===== config.mk =====
export PLATFORM = sky130hd
export DESIGN_NAME = spm_top
export DESIGN_NICKNAME = d
export VERILOG_FILES = /design/src/spm_pkg.sv /design/src/spm_cfg_if.sv /design/src/spm_line_mux.sv /design/src/spm_rx_hold.sv /design/src/spm_top.sv
export SDC_FILE = /design/constraint.sdc
export NUM_CORES = 1
export LEC_CHECK = 0
export BUFFER_PORTS_ARGS = -buffer_cell sky130_fd_sc_hd__buf_2
export CAP_MARGIN = 5
export CORE_AREA = 2 2 74 90
export CTS_CLUSTER_SIZE = 30
export DETAILED_ROUTE_END_ITERATION = 16
export DIE_AREA = 0 0 76 92
export PLACE_DENSITY = 0.78
export SLEW_MARGIN = 20
export SYNTH_ARGS = -nofsm -noshare
export SYNTH_HDL_FRONTEND = slang
export SYNTH_SLANG_ARGS = --single-unit

===== constraint.sdc =====
create_clock -name hclk -period 2.16 [get_ports hclk]
set_input_delay 0.432 -clock hclk [delete_from_list [all_inputs] [get_ports hclk]]
set_output_delay 0.432 -clock hclk [all_outputs]
set_load 0.02 [all_outputs]

===== src/spm_pkg.sv =====
// Constants shared by the serial port mode and status block.
// Assumes a single 100 MHz clock domain and an AHB-Lite register bus.
package spm_pkg;

    ////////////////////////////////////////////////////////////////////////////
    // Register byte offsets.
    localparam logic [7:0] CTRL_OFF    = 8'h00;
    localparam logic [7:0] MODE_OFF    = 8'h04;
    localparam logic [7:0] IEN_SET_OFF = 8'h08;
    localparam logic [7:0] IEN_CLR_OFF = 8'h0c;
    localparam logic [7:0] IEN_STA_OFF = 8'h10;
    localparam logic [7:0] FLAGS_OFF   = 8'h14;
    localparam logic [7:0] RXHOLD_OFF  = 8'h18;

    ////////////////////////////////////////////////////////////////////////////
    // Reset values and mode register write mask.
    localparam logic [31:0] MODE_RESET  = 32'h0000_0000;
    localparam logic [9:0]  MASK_RESET  = 10'h000;
    localparam logic [9:0]  FLAGS_RESET = 10'h018;
    localparam logic [31:0] MODE_WMASK  = 32'h0006_fff0;

    ////////////////////////////////////////////////////////////////////////////
    // Status, enable and mask bit positions.
    localparam int NFLAGS        = 10;
    localparam int RX_READY_BIT  = 0;
    localparam int TX_FREE_BIT   = 1;
    localparam int BREAK_BIT     = 2;
    localparam int RX_DONE_BIT   = 3;
    localparam int TX_DONE_BIT   = 4;
    localparam int OVERRUN_BIT   = 5;
    localparam int FRAMING_BIT   = 6;
    localparam int PARITY_BIT    = 7;
    localparam int TIMEOUT_BIT   = 8;
    localparam int TX_EMPTY_BIT  = 9;

    ////////////////////////////////////////////////////////////////////////////
    // Control register command bits.
    localparam int CTRL_RXEN_BIT  = 4;
    localparam int CTRL_RXDIS_BIT = 5;
    localparam int CTRL_TXEN_BIT  = 6;
    localparam int CTRL_TXDIS_BIT = 7;
    localparam int CTRL_RSTSTA_BIT = 8;

    ////////////////////////////////////////////////////////////////////////////
    // Mode register fields.
    localparam int CLKSRC_LSB = 4;
    localparam int CHAR_LEN_LSB  = 6;
    localparam int SYNC_BIT      = 8;
    localparam int STOP_CODE_LSB = 12;
    localparam int LOOP_MODE_LSB = 14;
    localparam int NINE_BIT_SEL  = 17;
    localparam int CLK_OUT_BIT   = 18;

    typedef enum logic [1:0] {
        SPM_NORMAL      = 2'b00,
        SPM_AUTO_ECHO   = 2'b01,
        SPM_LOCAL_LOOP  = 2'b10,
        SPM_REMOTE_LOOP = 2'b11
    } spm_loop_mode_type;

    // Stop length is given in half bit periods.
    localparam logic [2:0] STOP_HALF_1   = 3'h2;
    localparam logic [2:0] STOP_HALF_1_5 = 3'h3;
    localparam logic [2:0] STOP_HALF_2   = 3'h4;
    localparam logic [3:0] CHAR_BITS_MIN = 4'h5;
    localparam logic [3:0] CHAR_BITS_9   = 4'h9;

endpackage


===== src/spm_cfg_if.sv =====
// Configuration carrier between the register file and its helpers.
// Assumes the driver is the top module of the serial port mode block.
interface spm_cfg_if;
    logic [1:0] channel_loop_mode;
    logic       rx_enabled;
    logic       tx_enabled;
    logic       rx_read;
    logic       status_clear;

    modport ctrl (
        output channel_loop_mode,
        output rx_enabled,
        output tx_enabled,
        output rx_read,
        output status_clear
    );
    modport user (
        input  channel_loop_mode,
        input  rx_enabled,
        input  tx_enabled,
        input  rx_read,
        input  status_clear
    );
endinterface


===== src/spm_line_mux.sv =====
// Serial line routing for the four channel modes.
// Assumes pin and transmitter levels are synchronous to hclk.
module spm_line_mux
    import spm_pkg::*;
(
    // Configuration.
    spm_cfg_if.user cfg,
    // Line levels.
    input  wire logic tx_serial,
    input  wire logic rxd_pin,
    output logic      txd_pin,
    output logic      rx_serial
);
    always_comb begin
        case (spm_loop_mode_type'(cfg.channel_loop_mode))
            SPM_NORMAL: begin
                txd_pin   = tx_serial;
                rx_serial = rxd_pin;
            end
            SPM_AUTO_ECHO: begin
                txd_pin   = rxd_pin;
                rx_serial = rxd_pin;
            end
            SPM_LOCAL_LOOP: begin
                txd_pin   = 1'b1;
                rx_serial = tx_serial;
            end
            SPM_REMOTE_LOOP: begin
                txd_pin   = rxd_pin;
                rx_serial = 1'b1;
            end
            default: begin
                txd_pin   = 1'b1;
                rx_serial = 1'b1;
            end
        endcase
    end
endmodule


===== src/spm_rx_hold.sv =====
// Receive holding register with its ready and overrun flags.
// Assumes the receiver gives a one-cycle strobe per completed character.
module spm_rx_hold
    import spm_pkg::*;
(
    // Clock and reset.
    input  wire logic       hclk,
    input  wire logic       hresetn,
    // Configuration.
    spm_cfg_if.user         cfg,
    // Received characters.
    input  wire logic       rx_char_valid,
    input  wire logic [8:0] rx_char_data,
    // State.
    output logic [8:0]      rx_hold_data,
    output logic            rx_char_ready,
    output logic            rx_overrun_err
);
    logic rx_take;

    assign rx_take = rx_char_valid & cfg.rx_enabled;

    always_ff @(posedge hclk or negedge hresetn) begin
        if (!hresetn) begin
            rx_hold_data <= 9'h000;
        end else if (rx_take) begin
            rx_hold_data <= rx_char_data;
        end
    end

    // A new character wins over a read in the same cycle.
    always_ff @(posedge hclk or negedge hresetn) begin
        if (!hresetn) begin
            rx_char_ready <= 1'b0;
        end else if (!cfg.rx_enabled) begin
            rx_char_ready <= 1'b0;
        end else if (rx_take) begin
            rx_char_ready <= 1'b1;
        end else if (cfg.rx_read) begin
            rx_char_ready <= 1'b0;
        end
    end

    always_ff @(posedge hclk or negedge hresetn) begin
        if (!hresetn) begin
            rx_overrun_err <= 1'b0;
        end else if (rx_take && rx_char_ready && !cfg.rx_read) begin
            rx_overrun_err <= 1'b1;
        end else if (cfg.status_clear) begin
            rx_overrun_err <= 1'b0;
        end
    end
endmodule


===== src/spm_top.sv =====
// Mode, interrupt mask and channel status registers of a serial channel.
// Assumes one AHB-Lite master, hclk at 100 MHz and external baud logic.
////////////////////////////////////////////////////////////////////////////////
// Function
// - Stop code 00 one bit, 01 one and a half async, 10 two, 11 reserved.
// - Channel mode 00 runs receiver and transmitter normally on the pins.
// - Channel mode 01 echoes the receive pin onto the transmit pin.
// - Channel mode 10 feeds transmitter output to receiver, ignoring receive pin.
// - Channel mode 11 connects the receive pin straight to the transmit pin.
// - Nine-bit setting forces nine data bits, else length field decides.
// - Clock pin driven only when clock-out set and source upper bit is 0.
// - Enable-set write sets mask bits written as one.
// - Enable-clear write clears mask bits written as one.
// - Mask register is read only, resets to zero, shows enabled sources.
// - Enable, clear, mask and status share one ten-bit layout.
// - Status register is read only and resets to 0x18.
// - Receive-ready sets once a character arrives and is unread.
// - Receive-ready clears on holding read and reads zero when receiver off.
// - Interrupt line asserts when any status bit and its mask bit are set.
// - Sync-select bit picks asynchronous or synchronous stop interpretation.
// - Local loopback holds the transmit pin high.
// - Remote loopback disables transmitter and receiver.
//
// The AHB-Lite register port was left to the implementer.
module spm_top
    import spm_pkg::*;
(
    // Clock and reset.
    input  wire logic        hclk,
    input  wire logic        hresetn,
    // AHB-Lite slave.
    input  wire logic        hsel,
    input  wire logic [7:0]  haddr,
    input  wire logic [1:0]  htrans,
    input  wire logic        hwrite,
    input  wire logic [2:0]  hsize,
    input  wire logic [31:0] hwdata,
    input  wire logic        hready,
    output logic [31:0]      hrdata,
    output logic             hreadyout,
    output logic             hresp,
    // Serial pins.
    input  wire logic        rxd_pin,
    output logic             txd_pin,
    output logic             sck_o,
    output logic             sck_oe,
    // Transmitter and receiver side.
    input  wire logic        tx_serial,
    output logic             rx_serial,
    input  wire logic        rx_char_valid,
    input  wire logic [8:0]  rx_char_data,
    input  wire logic        baud_clk_level,
    output logic             rx_active,
    output logic             tx_active,
    output logic [3:0]       char_bits,
    output logic [2:0]       stop_halves,
    output logic             sync_mode,
    // Event sources owned by the rest of the channel.
    input  wire logic        tx_holding_free,
    input  wire logic        rx_break_seen,
    input  wire logic        rx_transfer_done,
    input  wire logic        tx_transfer_done,
    input  wire logic        framing_err,
    input  wire logic        parity_err,
    input  wire logic        rx_timeout,
    input  wire logic        tx_all_drained,
    // Interrupt.
    output logic             irq
);
    import spm_pkg::*;

    ////////////////////////////////////////////////////////////////////////////
    // Bus capture.
    logic        dp_valid;
    logic        dp_write;
    logic [7:0]  dp_addr;
    logic        ap_take;
    logic        wr_strobe;
    logic        rd_strobe;
    logic [31:0] line_format_config;
    logic [9:0]  irq_enable_state;
    logic [9:0]  channel_flags;
    logic [9:0]  ext_flags;
    logic        rx_en_cmd;
    logic        tx_en_cmd;
    logic [8:0]  rx_hold_data;
    logic        rx_char_ready;
    logic        rx_overrun_err;
    logic [1:0]  loop_mode;
    logic [1:0]  clk_src;

    spm_cfg_if cfg ();

    function automatic logic hit(input logic [7:0] a, input logic [7:0] off);
        hit = (a == off);
    endfunction

    assign ap_take   = hsel & htrans[1] & hready;
    assign wr_strobe = dp_valid & dp_write;
    assign rd_strobe = dp_valid & ~dp_write;
    assign hreadyout = 1'b1;
    assign hresp     = 1'b0;

    always_ff @(posedge hclk or negedge hresetn) begin
        if (!hresetn) begin
            dp_valid <= 1'b0;
            dp_write <= 1'b0;
            dp_addr  <= 8'h00;
        end else begin
            dp_valid <= ap_take;
            if (ap_take) begin
                dp_write <= hwrite;
                dp_addr  <= {haddr[7:2], 2'b00};
            end
        end
    end

    ////////////////////////////////////////////////////////////////////////////
    // Mode register and channel enables.
    always_ff @(posedge hclk or negedge hresetn) begin
        if (!hresetn) begin
            line_format_config <= MODE_RESET;
        end else if (wr_strobe && hit(dp_addr, MODE_OFF)) begin
            line_format_config <= hwdata & MODE_WMASK;
        end
    end

    always_ff @(posedge hclk or negedge hresetn) begin
        if (!hresetn) begin
            rx_en_cmd <= 1'b0;
            tx_en_cmd <= 1'b0;
        end else if (wr_strobe && hit(dp_addr, CTRL_OFF)) begin
            if (hwdata[CTRL_RXDIS_BIT]) begin
                rx_en_cmd <= 1'b0;
            end else if (hwdata[CTRL_RXEN_BIT]) begin
                rx_en_cmd <= 1'b1;
            end
            if (hwdata[CTRL_TXDIS_BIT]) begin
                tx_en_cmd <= 1'b0;
            end else if (hwdata[CTRL_TXEN_BIT]) begin
                tx_en_cmd <= 1'b1;
            end
        end
    end

    assign loop_mode = line_format_config[LOOP_MODE_LSB +: 2];
    assign clk_src   = line_format_config[CLKSRC_LSB +: 2];

    assign cfg.channel_loop_mode = loop_mode;
    assign cfg.rx_enabled   = rx_en_cmd & (loop_mode != SPM_REMOTE_LOOP);
    assign cfg.tx_enabled   = tx_en_cmd & (loop_mode != SPM_REMOTE_LOOP);
    assign cfg.rx_read      = rd_strobe & hit(dp_addr, RXHOLD_OFF);
    assign cfg.status_clear = wr_strobe & hit(dp_addr, CTRL_OFF) & hwdata[CTRL_RSTSTA_BIT];

    assign rx_active = cfg.rx_enabled;
    assign tx_active = cfg.tx_enabled;

    ////////////////////////////////////////////////////////////////////////////
    // Line format decode.
    assign sync_mode = line_format_config[SYNC_BIT];

    always_comb begin
        case (line_format_config[STOP_CODE_LSB +: 2])
            2'b00:   stop_halves = STOP_HALF_1;
            2'b01:   stop_halves = sync_mode ? STOP_HALF_1 : STOP_HALF_1_5;
            2'b10:   stop_halves = STOP_HALF_2;
            default: stop_halves = STOP_HALF_1;
        endcase
    end

    always_comb begin
        if (line_format_config[NINE_BIT_SEL]) begin
            char_bits = CHAR_BITS_9;
        end else begin
            char_bits = CHAR_BITS_MIN + {2'b00, line_format_config[CHAR_LEN_LSB +: 2]};
        end
    end

    assign sck_oe = line_format_config[CLK_OUT_BIT] & ~clk_src[1];
    assign sck_o  = baud_clk_level;

    ////////////////////////////////////////////////////////////////////////////
    // Line routing and receive holding.
    spm_line_mux u_line (
        .cfg       (cfg.user),
        .tx_serial (tx_serial),
        .rxd_pin   (rxd_pin),
        .txd_pin   (txd_pin),
        .rx_serial (rx_serial)
    );

    spm_rx_hold u_hold (
        .hclk           (hclk),
        .hresetn        (hresetn),
        .cfg            (cfg.user),
        .rx_char_valid  (rx_char_valid),
        .rx_char_data   (rx_char_data),
        .rx_hold_data   (rx_hold_data),
        .rx_char_ready  (rx_char_ready),
        .rx_overrun_err (rx_overrun_err)
    );

    ////////////////////////////////////////////////////////////////////////////
    // Interrupt mask and channel status.
    always_ff @(posedge hclk or negedge hresetn) begin
        if (!hresetn) begin
            irq_enable_state <= MASK_RESET;
        end else if (wr_strobe && hit(dp_addr, IEN_SET_OFF)) begin
            irq_enable_state <= irq_enable_state | hwdata[NFLAGS-1:0];
        end else if (wr_strobe && hit(dp_addr, IEN_CLR_OFF)) begin
            irq_enable_state <= irq_enable_state & ~hwdata[NFLAGS-1:0];
        end
    end

    always_ff @(posedge hclk or negedge hresetn) begin
        if (!hresetn) begin
            ext_flags <= FLAGS_RESET;
        end else begin
            ext_flags <= {tx_all_drained, rx_timeout, parity_err, framing_err, 1'b0,
                          tx_transfer_done, rx_transfer_done, rx_break_seen, tx_holding_free, 1'b0};
        end
    end

    always_comb begin
        channel_flags               = ext_flags;
        // Masked by the enable so the flag reads zero in the very cycle the receiver stops.
        channel_flags[RX_READY_BIT] = rx_char_ready & cfg.rx_enabled;
        channel_flags[OVERRUN_BIT]  = rx_overrun_err;
    end

    assign irq = |(channel_flags & irq_enable_state);

    ////////////////////////////////////////////////////////////////////////////
    // Read data.
    always_comb begin
        hrdata = 32'h0000_0000;
        if (rd_strobe) begin
            case (dp_addr)
                MODE_OFF:    hrdata = line_format_config;
                IEN_STA_OFF: hrdata = {22'h000000, irq_enable_state};
                FLAGS_OFF:   hrdata = {22'h000000, channel_flags};
                RXHOLD_OFF:  hrdata = {23'h000000, rx_hold_data};
                default:     hrdata = 32'h0000_0000;
            endcase
        end
    end
endmodule


==> reports/qor.yml, run 1 <==
setup_viol: 0
fin_setup_tns_ps: 0
top_layer_used: "met4"
powerDensity_nw_per_um2: 735
async_reset_ff_share_pct: 100
min_path_type: "input port to async pin"
setup.worst_path.start: "dp_addr[7]"
rsz0062_at_grt: "true"
netlist_top_cells_count: "51 x dfrtp_1, 31 x mux2_2, 22 x nand3_1"
wl_per_cell_um: 15.2
max_freq_mhz: 464
rows: 32
yosys.area.top_type: "dfrtp_1"
arrival_ps: 1720
cts_tree: "done"
outcome: "completed"
crit_top_cell: "buf_4"
drc: 0
start_util_pct: 45.6
dieHeight_um: 92
synth_top_cell_area_share_pct: 45.1
port-buffer-count: 81
yosysSeqAreaShare_pct: 46.9
cts_hold_buf: 0
clk_pin_slew_ps: 100
ant_nets: 0
clk-insertion-delay-late_ps: 310
coreArea_um2: 6210
grt_pass1_wl_um: 9960
crit_path_end_kind: "primary output"
period_needed_ps: 2150
place_congestion: 0.809
synth.distinct_cells: 41
finalCritPeriodShare_pct: 99.7
max_stage_delay_ps: 420
worst_clock_skew_ps: 7.61
routed_wl_um: 6380
area_growth_pct: 26.5
dp_hpwl_um: 4560
syn_area_um2: 2830
finalHoldViolations: 0
synth_seq_cells: 53
syn_area_per_cell_um2: 11.5
path_cells: "nor3_4, o211ai_1, buf_4, a21oi_2, buf_4"
slew_violations: 0
post-synth-top-count-cell: "dfrtp_1"
antenna_found_initial: 0
fillCellCount: 546
diodes: 0
cts.sinks: 53
final_util_pct: 57.7
finalHoldWorstSlack_ps: 93.9
drive_gt1_share_pct: 50.1
p_comb_share_pct: 24.9
power_switching_share_pct: 28.7
dieArea_um2: 6990
r2r_start: "dp_addr[4]"
grt_overflow: 0
htreeDepth: 2
leakagePower_nw: 1.83
synth-main-ff-cell: "dfrtp_1"
switchingPower_mw: 0.757
maxCapViolCount: 0
grt_max_degree: 31
synth_edf_count: 0
first_iter_violations: 48
nets: 409
path_class: "flop to primary output"
grt_pass1_vias: 2059
vias: 2106
wl_met1_um: 2690
dr_wl_met2_um: 3300
internal_power_mw: 1.88
cp-start-kind: "flop"
cts_buffers: 5
io-pin-count: 120
r2r_slack_ps: 430
synth_cells: 247
synth.area.top_cells: "dfrtp_1 45%, mux2_2 12%, mux2_4 5.3%"
r2r_end: "line_format_config[6]"
dr.pass1.iters: 4
clk_path_buf_depth: 2
seqPwrFrac_pct: 48.3
dr_wl_met3_um: 293
grt_use_total_pct: 18.0
ir_drop_mv: 0.487
yosysWarnings: 0
p_total_mw: 2.63
p_clk_share_pct: 26.8
root_buffer: "clkbuf_8"
slowest_stage: "dfrtp_1"
path_max_fanout: 6
via_per_inst: 5.01
worst_pin_slew_ps: 563
worstPathRequired_ps: 1730
r2r_cells: 5
max_slew_margin_pct: 62.4
dieWidth_um: 76
how the worst max path moves through the flow:
stage,slack [ps],to
2_1_floorplan,220,hrdata[9]
3_3_place_gp,340,hrdata[13]
3_5_place_dp,310,hrdata[12]
4_1_cts,-10,hrdata[0]
5_1_grt,-90,hrdata[0]
6_report,6,hrdata[5]
metal layers:
| layer | GRT usage [%] | vias to the layer above |
|---|---|---|
| met3 | 3.05 | 9 |
| li1 | - | 1000 |
| met2 | 31.2 | 76 |
| met5 | 0 | - |
| met1 | 22.8 | 1021 |
| met4 | 6.06 | 0 |
metrics by stage:
stage               instances  area (um2)  worst slack [ps]
floorplan                 261        2890               215
global placement          410        3310               336
detailed placement        410        3310               313
CTS                       420        3470             -12.4
global route              420        3580             -90.1
finish                    420        3580              5.61
power by group through the flow:
stage               combinational [mW]  sequential (mW)  clock (mW)
global route                     0.713             1.29       0.762
detailed placement               0.634             1.29           0
CTS                              0.654             1.27       0.725
finish                           0.655             1.27       0.707
floorplan                        0.480             1.25           0
global placement                 0.617             1.28           0
cell families (layout without fill, tap and decap cells):
kind of cell             Yosys count  after routing  share of synthesized area, %
AO/OA/AOI/OAI                     26             26                          6.18
adder cells (fa/ha/maj)            4              4                          1.77
buffers and inverters             45            119                          9.14
flip-flops                        53             53                          46.9
multiplexers                      55             55                          22.6
other                              2             16                         0.265
AND/OR/NAND/NOR                   62             62                          13.2
cell type report:
| type | instances | area [um2] | area share, % |
|---|---|---|---|
| multi-input combinational | 163 | 1350 | 37.7 |
| timing repair buffer | 94 | 616 | 17.2 |
| clock buffer | 7 | 86.3 | 2.41 |
| sequential | 53 | 1330 | 37.1 |
| tap | 85 | 106 | 2.97 |
| clock inverter | 1 | 30.0 | 0.838 |
| inverter | 17 | 63.8 | 1.78 |
cells in the final DEF, fill, tap and decap left out, types with 2 or more instances in the layout:
cell	instances
a21oi_1	3
a21oi_2	5
a22oi_1	2
a31oi_1	4
and2_4	8
and3_1	2
buf_12	2
buf_2	64
buf_4	16
buf_6	12
clkbuf_8	6
conb_1	16
dfrtp_1	51
dfstp_2	2
ha_1	4
inv_1	17
mux2_2	31
mux2_4	10
mux2i_1	14
nand2_1	6
nand3_1	22
nor2_1	4
nor2b_1	4
nor3b_1	2
o21ai_0	2
or2_2	4
worst max-delay path: cells and delay by family, from the launching register on:
kind                   cells  cell delay (ps)
buffers and inverters      2              360
AOI/OAI and AO/OA          2              310
and+or+nand+nor            1              310
DFF                        1              420
what timing repair did:
item	in CTS	in global routing
pin swaps	0	11
setup endpoints to repair	12	18
resized for setup	8	38
setup buffers	2	0
(Power assumes the default switching activity.)
==> inputs of run 2 (changes only) <==
--- a/config.mk
+++ b/config.mk
@@ -12,6 +12,7 @@
 export DETAILED_ROUTE_END_ITERATION = 16
 export DIE_AREA = 0 0 76 92
 export PLACE_DENSITY = 0.78
+export REMOVE_ABC_BUFFERS = 1
 export SLEW_MARGIN = 20
 export SYNTH_ARGS = -nofsm -noshare
 export SYNTH_HDL_FRONTEND = slang
==> run 2 against run 1 <==
The flow now finishes with violations (negative setup slack); sequential cell count unchanged; global-route usage increased by 1.2 points; design area increased by 0.66%; power increased by 1.1%; non-clock buffer count increased by 5; fmax decreased by 4.9%; combinational power increased by 5.8%; die area unchanged; wire length increased by 3.1%.
==> reports/qor.yml, run 2 (synthesized netlist as in run 1, its figures left out) <==
coreArea_um2: 6210  # unchanged
slowest_stage: "dfrtp_1"  # unchanged
arrival_ps: 1830  # was 1720 ps
first_iter_violations: 100  # was 48
path_max_fanout: 5  # was 6
antenna_found_initial: 0  # unchanged
vias: 2162  # was 2106
slew_violations: 0  # unchanged
dieHeight_um: 92  # unchanged
period_needed_ps: 2260  # was 2150 ps
nets: 414  # was 409
port-buffer-count: 81  # unchanged
ant_nets: 0  # unchanged
max_slew_margin_pct: 63.9  # was 62.4%
grt_overflow: 0  # unchanged
setup_ws_ps: -105  # was 5.61 ps
fin_setup_tns_ps: -476  # was 0 ps
worstPathRequired_ps: 1730  # about the same
worst_clock_skew_ps: 11.4  # was 7.61 ps
rsz0062_at_grt: "true"  # unchanged
grt_pass1_vias: 2182  # was 2059
top_layer_used: "met4"  # unchanged
min_path_type: "input port to async pin"  # unchanged
dp_hpwl_um: 4820  # was 4560 um
area_growth_pct: 27.3  # was 26.5%
p_total_mw: 2.66  # was 2.63 mW
dr_wl_met3_um: 434  # was 293 um
dr.pass1.iters: 4  # unchanged
diodes: 0  # unchanged
maxCapViolCount: 0  # unchanged
cp-start-kind: "flop"  # unchanged
dieArea_um2: 6990  # unchanged
cts.sinks: 53  # unchanged
routed_wl_um: 6580  # was 6380 um
outcome: "finished with violations"  # was completed
fillCellCount: 524  # was 546
placed_area_um2: 3320  # was 3310 um2
grt_use_total_pct: 19.2  # was 18.0%
clk_path_buf_depth: 2  # unchanged
layout_common_cells: "65 x buf_2, 50 x dfrtp_1, 31 x mux2_2"  # was 64 x buf_2, 51 x dfrtp_1, 31 x mux2_2
critical-path-top-delay-family: "simple AND/OR/NAND/NOR gates"  # was flip-flops
crit_path_end_kind: "primary output"  # unchanged
clk_pin_slew_ps: 100  # about the same
place_congestion: 0.809  # about the same
leakagePower_nw: 1.85  # was 1.83 nW
dp_cells: 412  # was 410
wl_per_cell_um: 15.5  # was 15.2 um
pre_cts_ws_ps: 145  # was 313 ps
via_per_inst: 5.09  # was 5.01
finalHoldViolations: 0  # unchanged
max_freq_mhz: 442  # was 464 MHz
io-pin-count: 120  # unchanged
path_class: "flop to primary output"  # unchanged
final_common_cell: "buf_2"  # unchanged
start_util_pct: 45.6  # unchanged
grt_max_degree: 32  # was 31
worst_pin_slew_ps: 542  # was 563 ps
cts_tree: "done"  # unchanged
root_buffer: "clkbuf_8"  # unchanged
final_util_pct: 58.1  # was 57.7%
wl_met1_um: 2680  # was 2690 um
dieWidth_um: 76  # unchanged
rows: 32  # unchanged
fin_area_um2: 3610  # was 3580 um2
path_cells: "nor3_4, buf_12, nand4_1, a21oi_1, buf_2"  # was nor3_4, o211ai_1, buf_4, a21oi_2, buf_4
drc: 0  # unchanged
ir_drop_mv: 0.476  # was 0.487 mV
finalCritPeriodShare_pct: 105  # was 99.7%
finalHoldWorstSlack_ps: 95.2  # was 93.9 ps
drive_gt1_share_pct: 51.8  # was 50.1%
setup_viol: 17  # was 0
clk-insertion-delay-late_ps: 310  # about the same
r2r_start: "dp_addr[4]"  # unchanged
cts_hold_buf: 0  # unchanged
htreeDepth: 2  # unchanged
fin_cells: 425  # was 420
grt_pass1_wl_um: 10600  # was 9960 um
powerDensity_nw_per_um2: 739  # was 735 nW/um2
setup.worst_path.start: "dp_addr[6]"  # was dp_addr[7]
cts_buffers: 5  # unchanged
violations: "negative setup slack"
max_stage_delay_ps: 420  # about the same
dr_wl_met2_um: 3330  # was 3300 um
path_buf_inv: 2  # unchanged
==> run 2: where the power goes <==
part / internal (mW) / leakage [nW] / switching (mW)
clock network: 0.378 / 0.0585 / 0.318
logic: 0.368 / 1.16 / 0.326
registers: 1.16 / 0.634 / 0.118
==> run 2: timing repair <==
action                     in CTS  in global routing
setup buffers                   5                  0
setup endpoints to repair      18                 18
gates resized for setup        23                 20
pin swaps                       6                  8
cloned                          0                  0
==> run 2: layout make-up <==
| class | count | area [um2] | area share (%) |
|---|---|---|---|
| clock inverters | 1 | 30.0 | 0.833 |
| well taps | 85 | 106 | 2.95 |
| clock buffers | 7 | 86.3 | 2.39 |
| repair buffers | 99 | 636 | 17.6 |
| multi-input cells | 163 | 1350 | 37.5 |
| flip-flops and latches | 53 | 1330 | 36.9 |
| inverters | 17 | 63.8 | 1.77 |
==> run 2: worst paths after layout <==
check | slack [ps] | end | cells past startpoint
worst max-delay path | -100 | hrdata[0] | 5
worst min-delay path | 100 | line_format_config[15] | 1
worst min register to register | 500 | line_format_config[10] | 1
max in group asynchronous | 1440 | ext_flags[3] | 2
min in group hclk | 210 | ext_flags[4] | 1
worst max register to register | 490 | line_format_config[5] | 5
==> run 2: per-layer routing <==
| layer | track usage [%] | vias to the layer above |
|---|---|---|
| met1 | 23.7 | 1041 |
| met2 | 33.6 | 98 |
| met5 | 0 | - |
| met3 | 4.04 | 14 |
| met4 | 6.36 | 0 |
| li1 | - | 1009 |
==> inputs of run 3 (changes only) <==
--- a/config.mk
+++ b/config.mk
@@ -7,11 +7,11 @@
 export LEC_CHECK = 0
 export BUFFER_PORTS_ARGS = -buffer_cell sky130_fd_sc_hd__buf_2
 export CAP_MARGIN = 5
-export CORE_AREA = 2 2 74 90
+export CORE_AREA = 2 2 80 82
 export CTS_CLUSTER_SIZE = 30
 export DETAILED_ROUTE_END_ITERATION = 16
-export DIE_AREA = 0 0 76 92
-export PLACE_DENSITY = 0.78
+export DIE_AREA = 0 0 82 84
+export PLACE_DENSITY = 0.79
 export REMOVE_ABC_BUFFERS = 1
 export SLEW_MARGIN = 20
 export SYNTH_ARGS = -nofsm -noshare
==> run 3 against run 2 <==
The flow now finishes without violations; fmax grew 6.2%; utilization grew 3.8 points; sequential cell count is the same.
==> reports/qor.yml, run 3 (synthesized netlist as in run 1, its figures left out) <==
outcome: "completed"  # was finished with violations
clk_pin_slew_ps: 90  # was 100 ps
crit_top_cell: "buf_6"
layout_common_cells: "64 x buf_2, 49 x dfrtp_1, 31 x mux2_2"  # was 65 x buf_2, 50 x dfrtp_1, 31 x mux2_2
grt_overflow: 0  # unchanged
nets: 419  # was 414
min_path_type: "input port to async pin"  # unchanged
final_common_cell: "buf_2"  # unchanged
dieWidth_um: 82  # was 76 um
final_util_pct: 61.9  # was 58.1%
internal_power_mw: 1.96  # was 1.90 mW
setup_viol: 0  # was 17
path_cells: "nor3_4, buf_6, buf_12, buf_4, nand3_2, a21oi_2, buf_6"  # was nor3_4, buf_12, nand4_1, a21oi_1, buf_2
arrival_ps: 1700  # was 1830 ps
grt_pass1_vias: 2129  # was 2182
dr.pass1.iters: 4  # unchanged
place_congestion: 0.837  # was 0.809
drc: 0  # unchanged
fillCellCount: 481  # was 524
area_growth_pct: 33.2  # was 27.3%
dieArea_um2: 6890  # was 6990 um2
grt_max_degree: 22  # was 32
io-pin-count: 120  # unchanged
start_util_pct: 46.5  # was 45.6%
path_class: "flop to primary output"  # unchanged
coreArea_um2: 6100  # was 6210 um2
crit_path_end_kind: "primary output"  # unchanged
dieHeight_um: 84  # was 92 um
path_max_fanout: 5  # unchanged
slew_violations: 0  # unchanged
grt_use_total_pct: 20.1  # was 19.2%
placed_area_um2: 3310  # was 3320 um2
cts_buffers: 5  # unchanged
critical-path-top-delay-family: "buffers and inverters"  # was simple AND/OR/NAND/NOR gates
finalCritPeriodShare_pct: 98.8  # was 105%
dp_hpwl_um: 4800  # was 4820 um
seqPwrFrac_pct: 46.5  # was 47.8%
clk-insertion-delay-late_ps: 310  # about the same
cp-start-kind: "flop"  # unchanged
power_switching_share_pct: 28.8  # was 28.6%
vias: 2164  # was 2162
maxCapViolCount: 0  # unchanged
diodes: 0  # unchanged
via_per_inst: 5.13  # was 5.09
ant_nets: 0  # unchanged
fin_area_um2: 3770  # was 3610 um2
htreeDepth: 2  # unchanged
max_slew_margin_pct: 65.9  # was 63.9%
multi_input_comb_area_um2: 1410  # was 1350 um2
path_buf_inv: 4  # was 2
max_stage_delay_ps: 430  # was 420 ps
finalHoldWorstSlack_ps: 85.6  # was 95.2 ps
routed_wl_um: 6880  # was 6580 um
worstPathRequired_ps: 1730  # about the same
dp_cells: 403  # was 412
powerDensity_nw_per_um2: 730  # was 739 nW/um2
switchingPower_mw: 0.793  # was 0.762 mW
wl_per_cell_um: 16.3  # was 15.5 um
root_buffer: "clkbuf_8"  # unchanged
period_needed_ps: 2130  # was 2260 ps
rows: 29  # was 32
leakagePower_nw: 1.90  # was 1.85 nW
ir_drop_mv: 0.372  # was 0.476 mV
worst_clock_skew_ps: 9.09  # was 11.4 ps
max_freq_mhz: 469  # was 442 MHz
slowest_stage: "dfrtp_1"  # unchanged
finalHoldViolations: 0  # unchanged
cts_tree: "done"  # unchanged
layout.area.seq_um2: 1330  # about the same
rsz0062_at_grt: "true"  # unchanged
drive_gt1_share_pct: 54.8  # was 51.8%
cts.sinks: 53  # unchanged
clk_path_buf_depth: 2  # unchanged
first_iter_violations: 131  # was 100
fin_cells: 422  # was 425
r2r_slack_ps: 380  # was 490 ps
p_total_mw: 2.75  # was 2.66 mW
grt_pass1_wl_um: 10600  # about the same
worst_pin_slew_ps: 511  # was 542 ps
antenna_found_initial: 0  # unchanged
port-buffer-count: 81  # unchanged
p_clk_share_pct: 25.0  # was 26.2%
p_comb_share_pct: 28.5  # was 26.0%
run 3: cell count changes in the layout (fill, tap and decap cells not counted), sizes merged:
cell | previous run | this run
buf | 99 | 103
bufbuf | 0 | 1
run 3: per-stage QoR:
step | setup WS, ps | TNS, ps
3_5_place_dp | 180 | 0
2_1_floorplan | -191 | -830
3_3_place_gp | 227 | 0
6_report | 26.4 | 0
5_1_grt | -70.4 | -740
4_1_cts | -21.7 | -39.0
run 3: power by group through the flow:
stage	sequential, mW	combinational, mW	clock, mW
floorplan	1.28	0.404	0
global placement	1.29	0.627	0
detailed placement	1.29	0.648	0
CTS	1.28	0.726	0.702
global route	1.30	0.841	0.754
finish	1.28	0.784	0.690
run 3: final cells by class:
type,count,share of cell area (%)
tap,77,2.55
multi-input combinational,163,37.5
timing repair buffer,104,19.9
clock inverter,1,0.796
inverter,17,1.69
clock buffer,7,2.29
sequential,53,35.3
run 3: path summary, 6_finish.rpt:
kind | start | cells after the start | endpoint
worst min-delay path | hresetn | 1 | dp_addr[6]
worst max-delay path | dp_addr[5] | 7 | hrdata[7]
worst max register to register | dp_addr[4] | 5 | line_format_config[10]
worst min register to register | u_hold.rx_hold_data[4] | 1 | u_hold.rx_hold_data[4]
min in group hclk | tx_transfer_done | 1 | ext_flags[4]
max in group asynchronous | hresetn | 2 | ext_flags[3]
run 3: routing by layer:
| metal | wire, um | share of wire, % | GRT usage (%) | vias up |
|---|---|---|---|---|
| li1 | - | - | - | 1024 |
| met1 | 2900 | 42 | 27.5 | 1037 |
| met2 | 3410 | 50 | 32.0 | 93 |
| met3 | 467 | 6.8 | 3.90 | 10 |
| met4 | 99 | 1.4 | 6.06 | 0 |
| met5 | 0 | 0 | 0 | - |
run 3: what timing repair did:
| action | 4_1_cts | 5_1_grt |
|---|---|---|
| setup buffers | 5 | 4 |
| pin swaps | 2 | 9 |
| setup endpoints to repair | 18 | 19 |
| resized for setup | 10 | 52 |
| hold buffers | 0 | 0 |
| cloned | 2 | 0 |
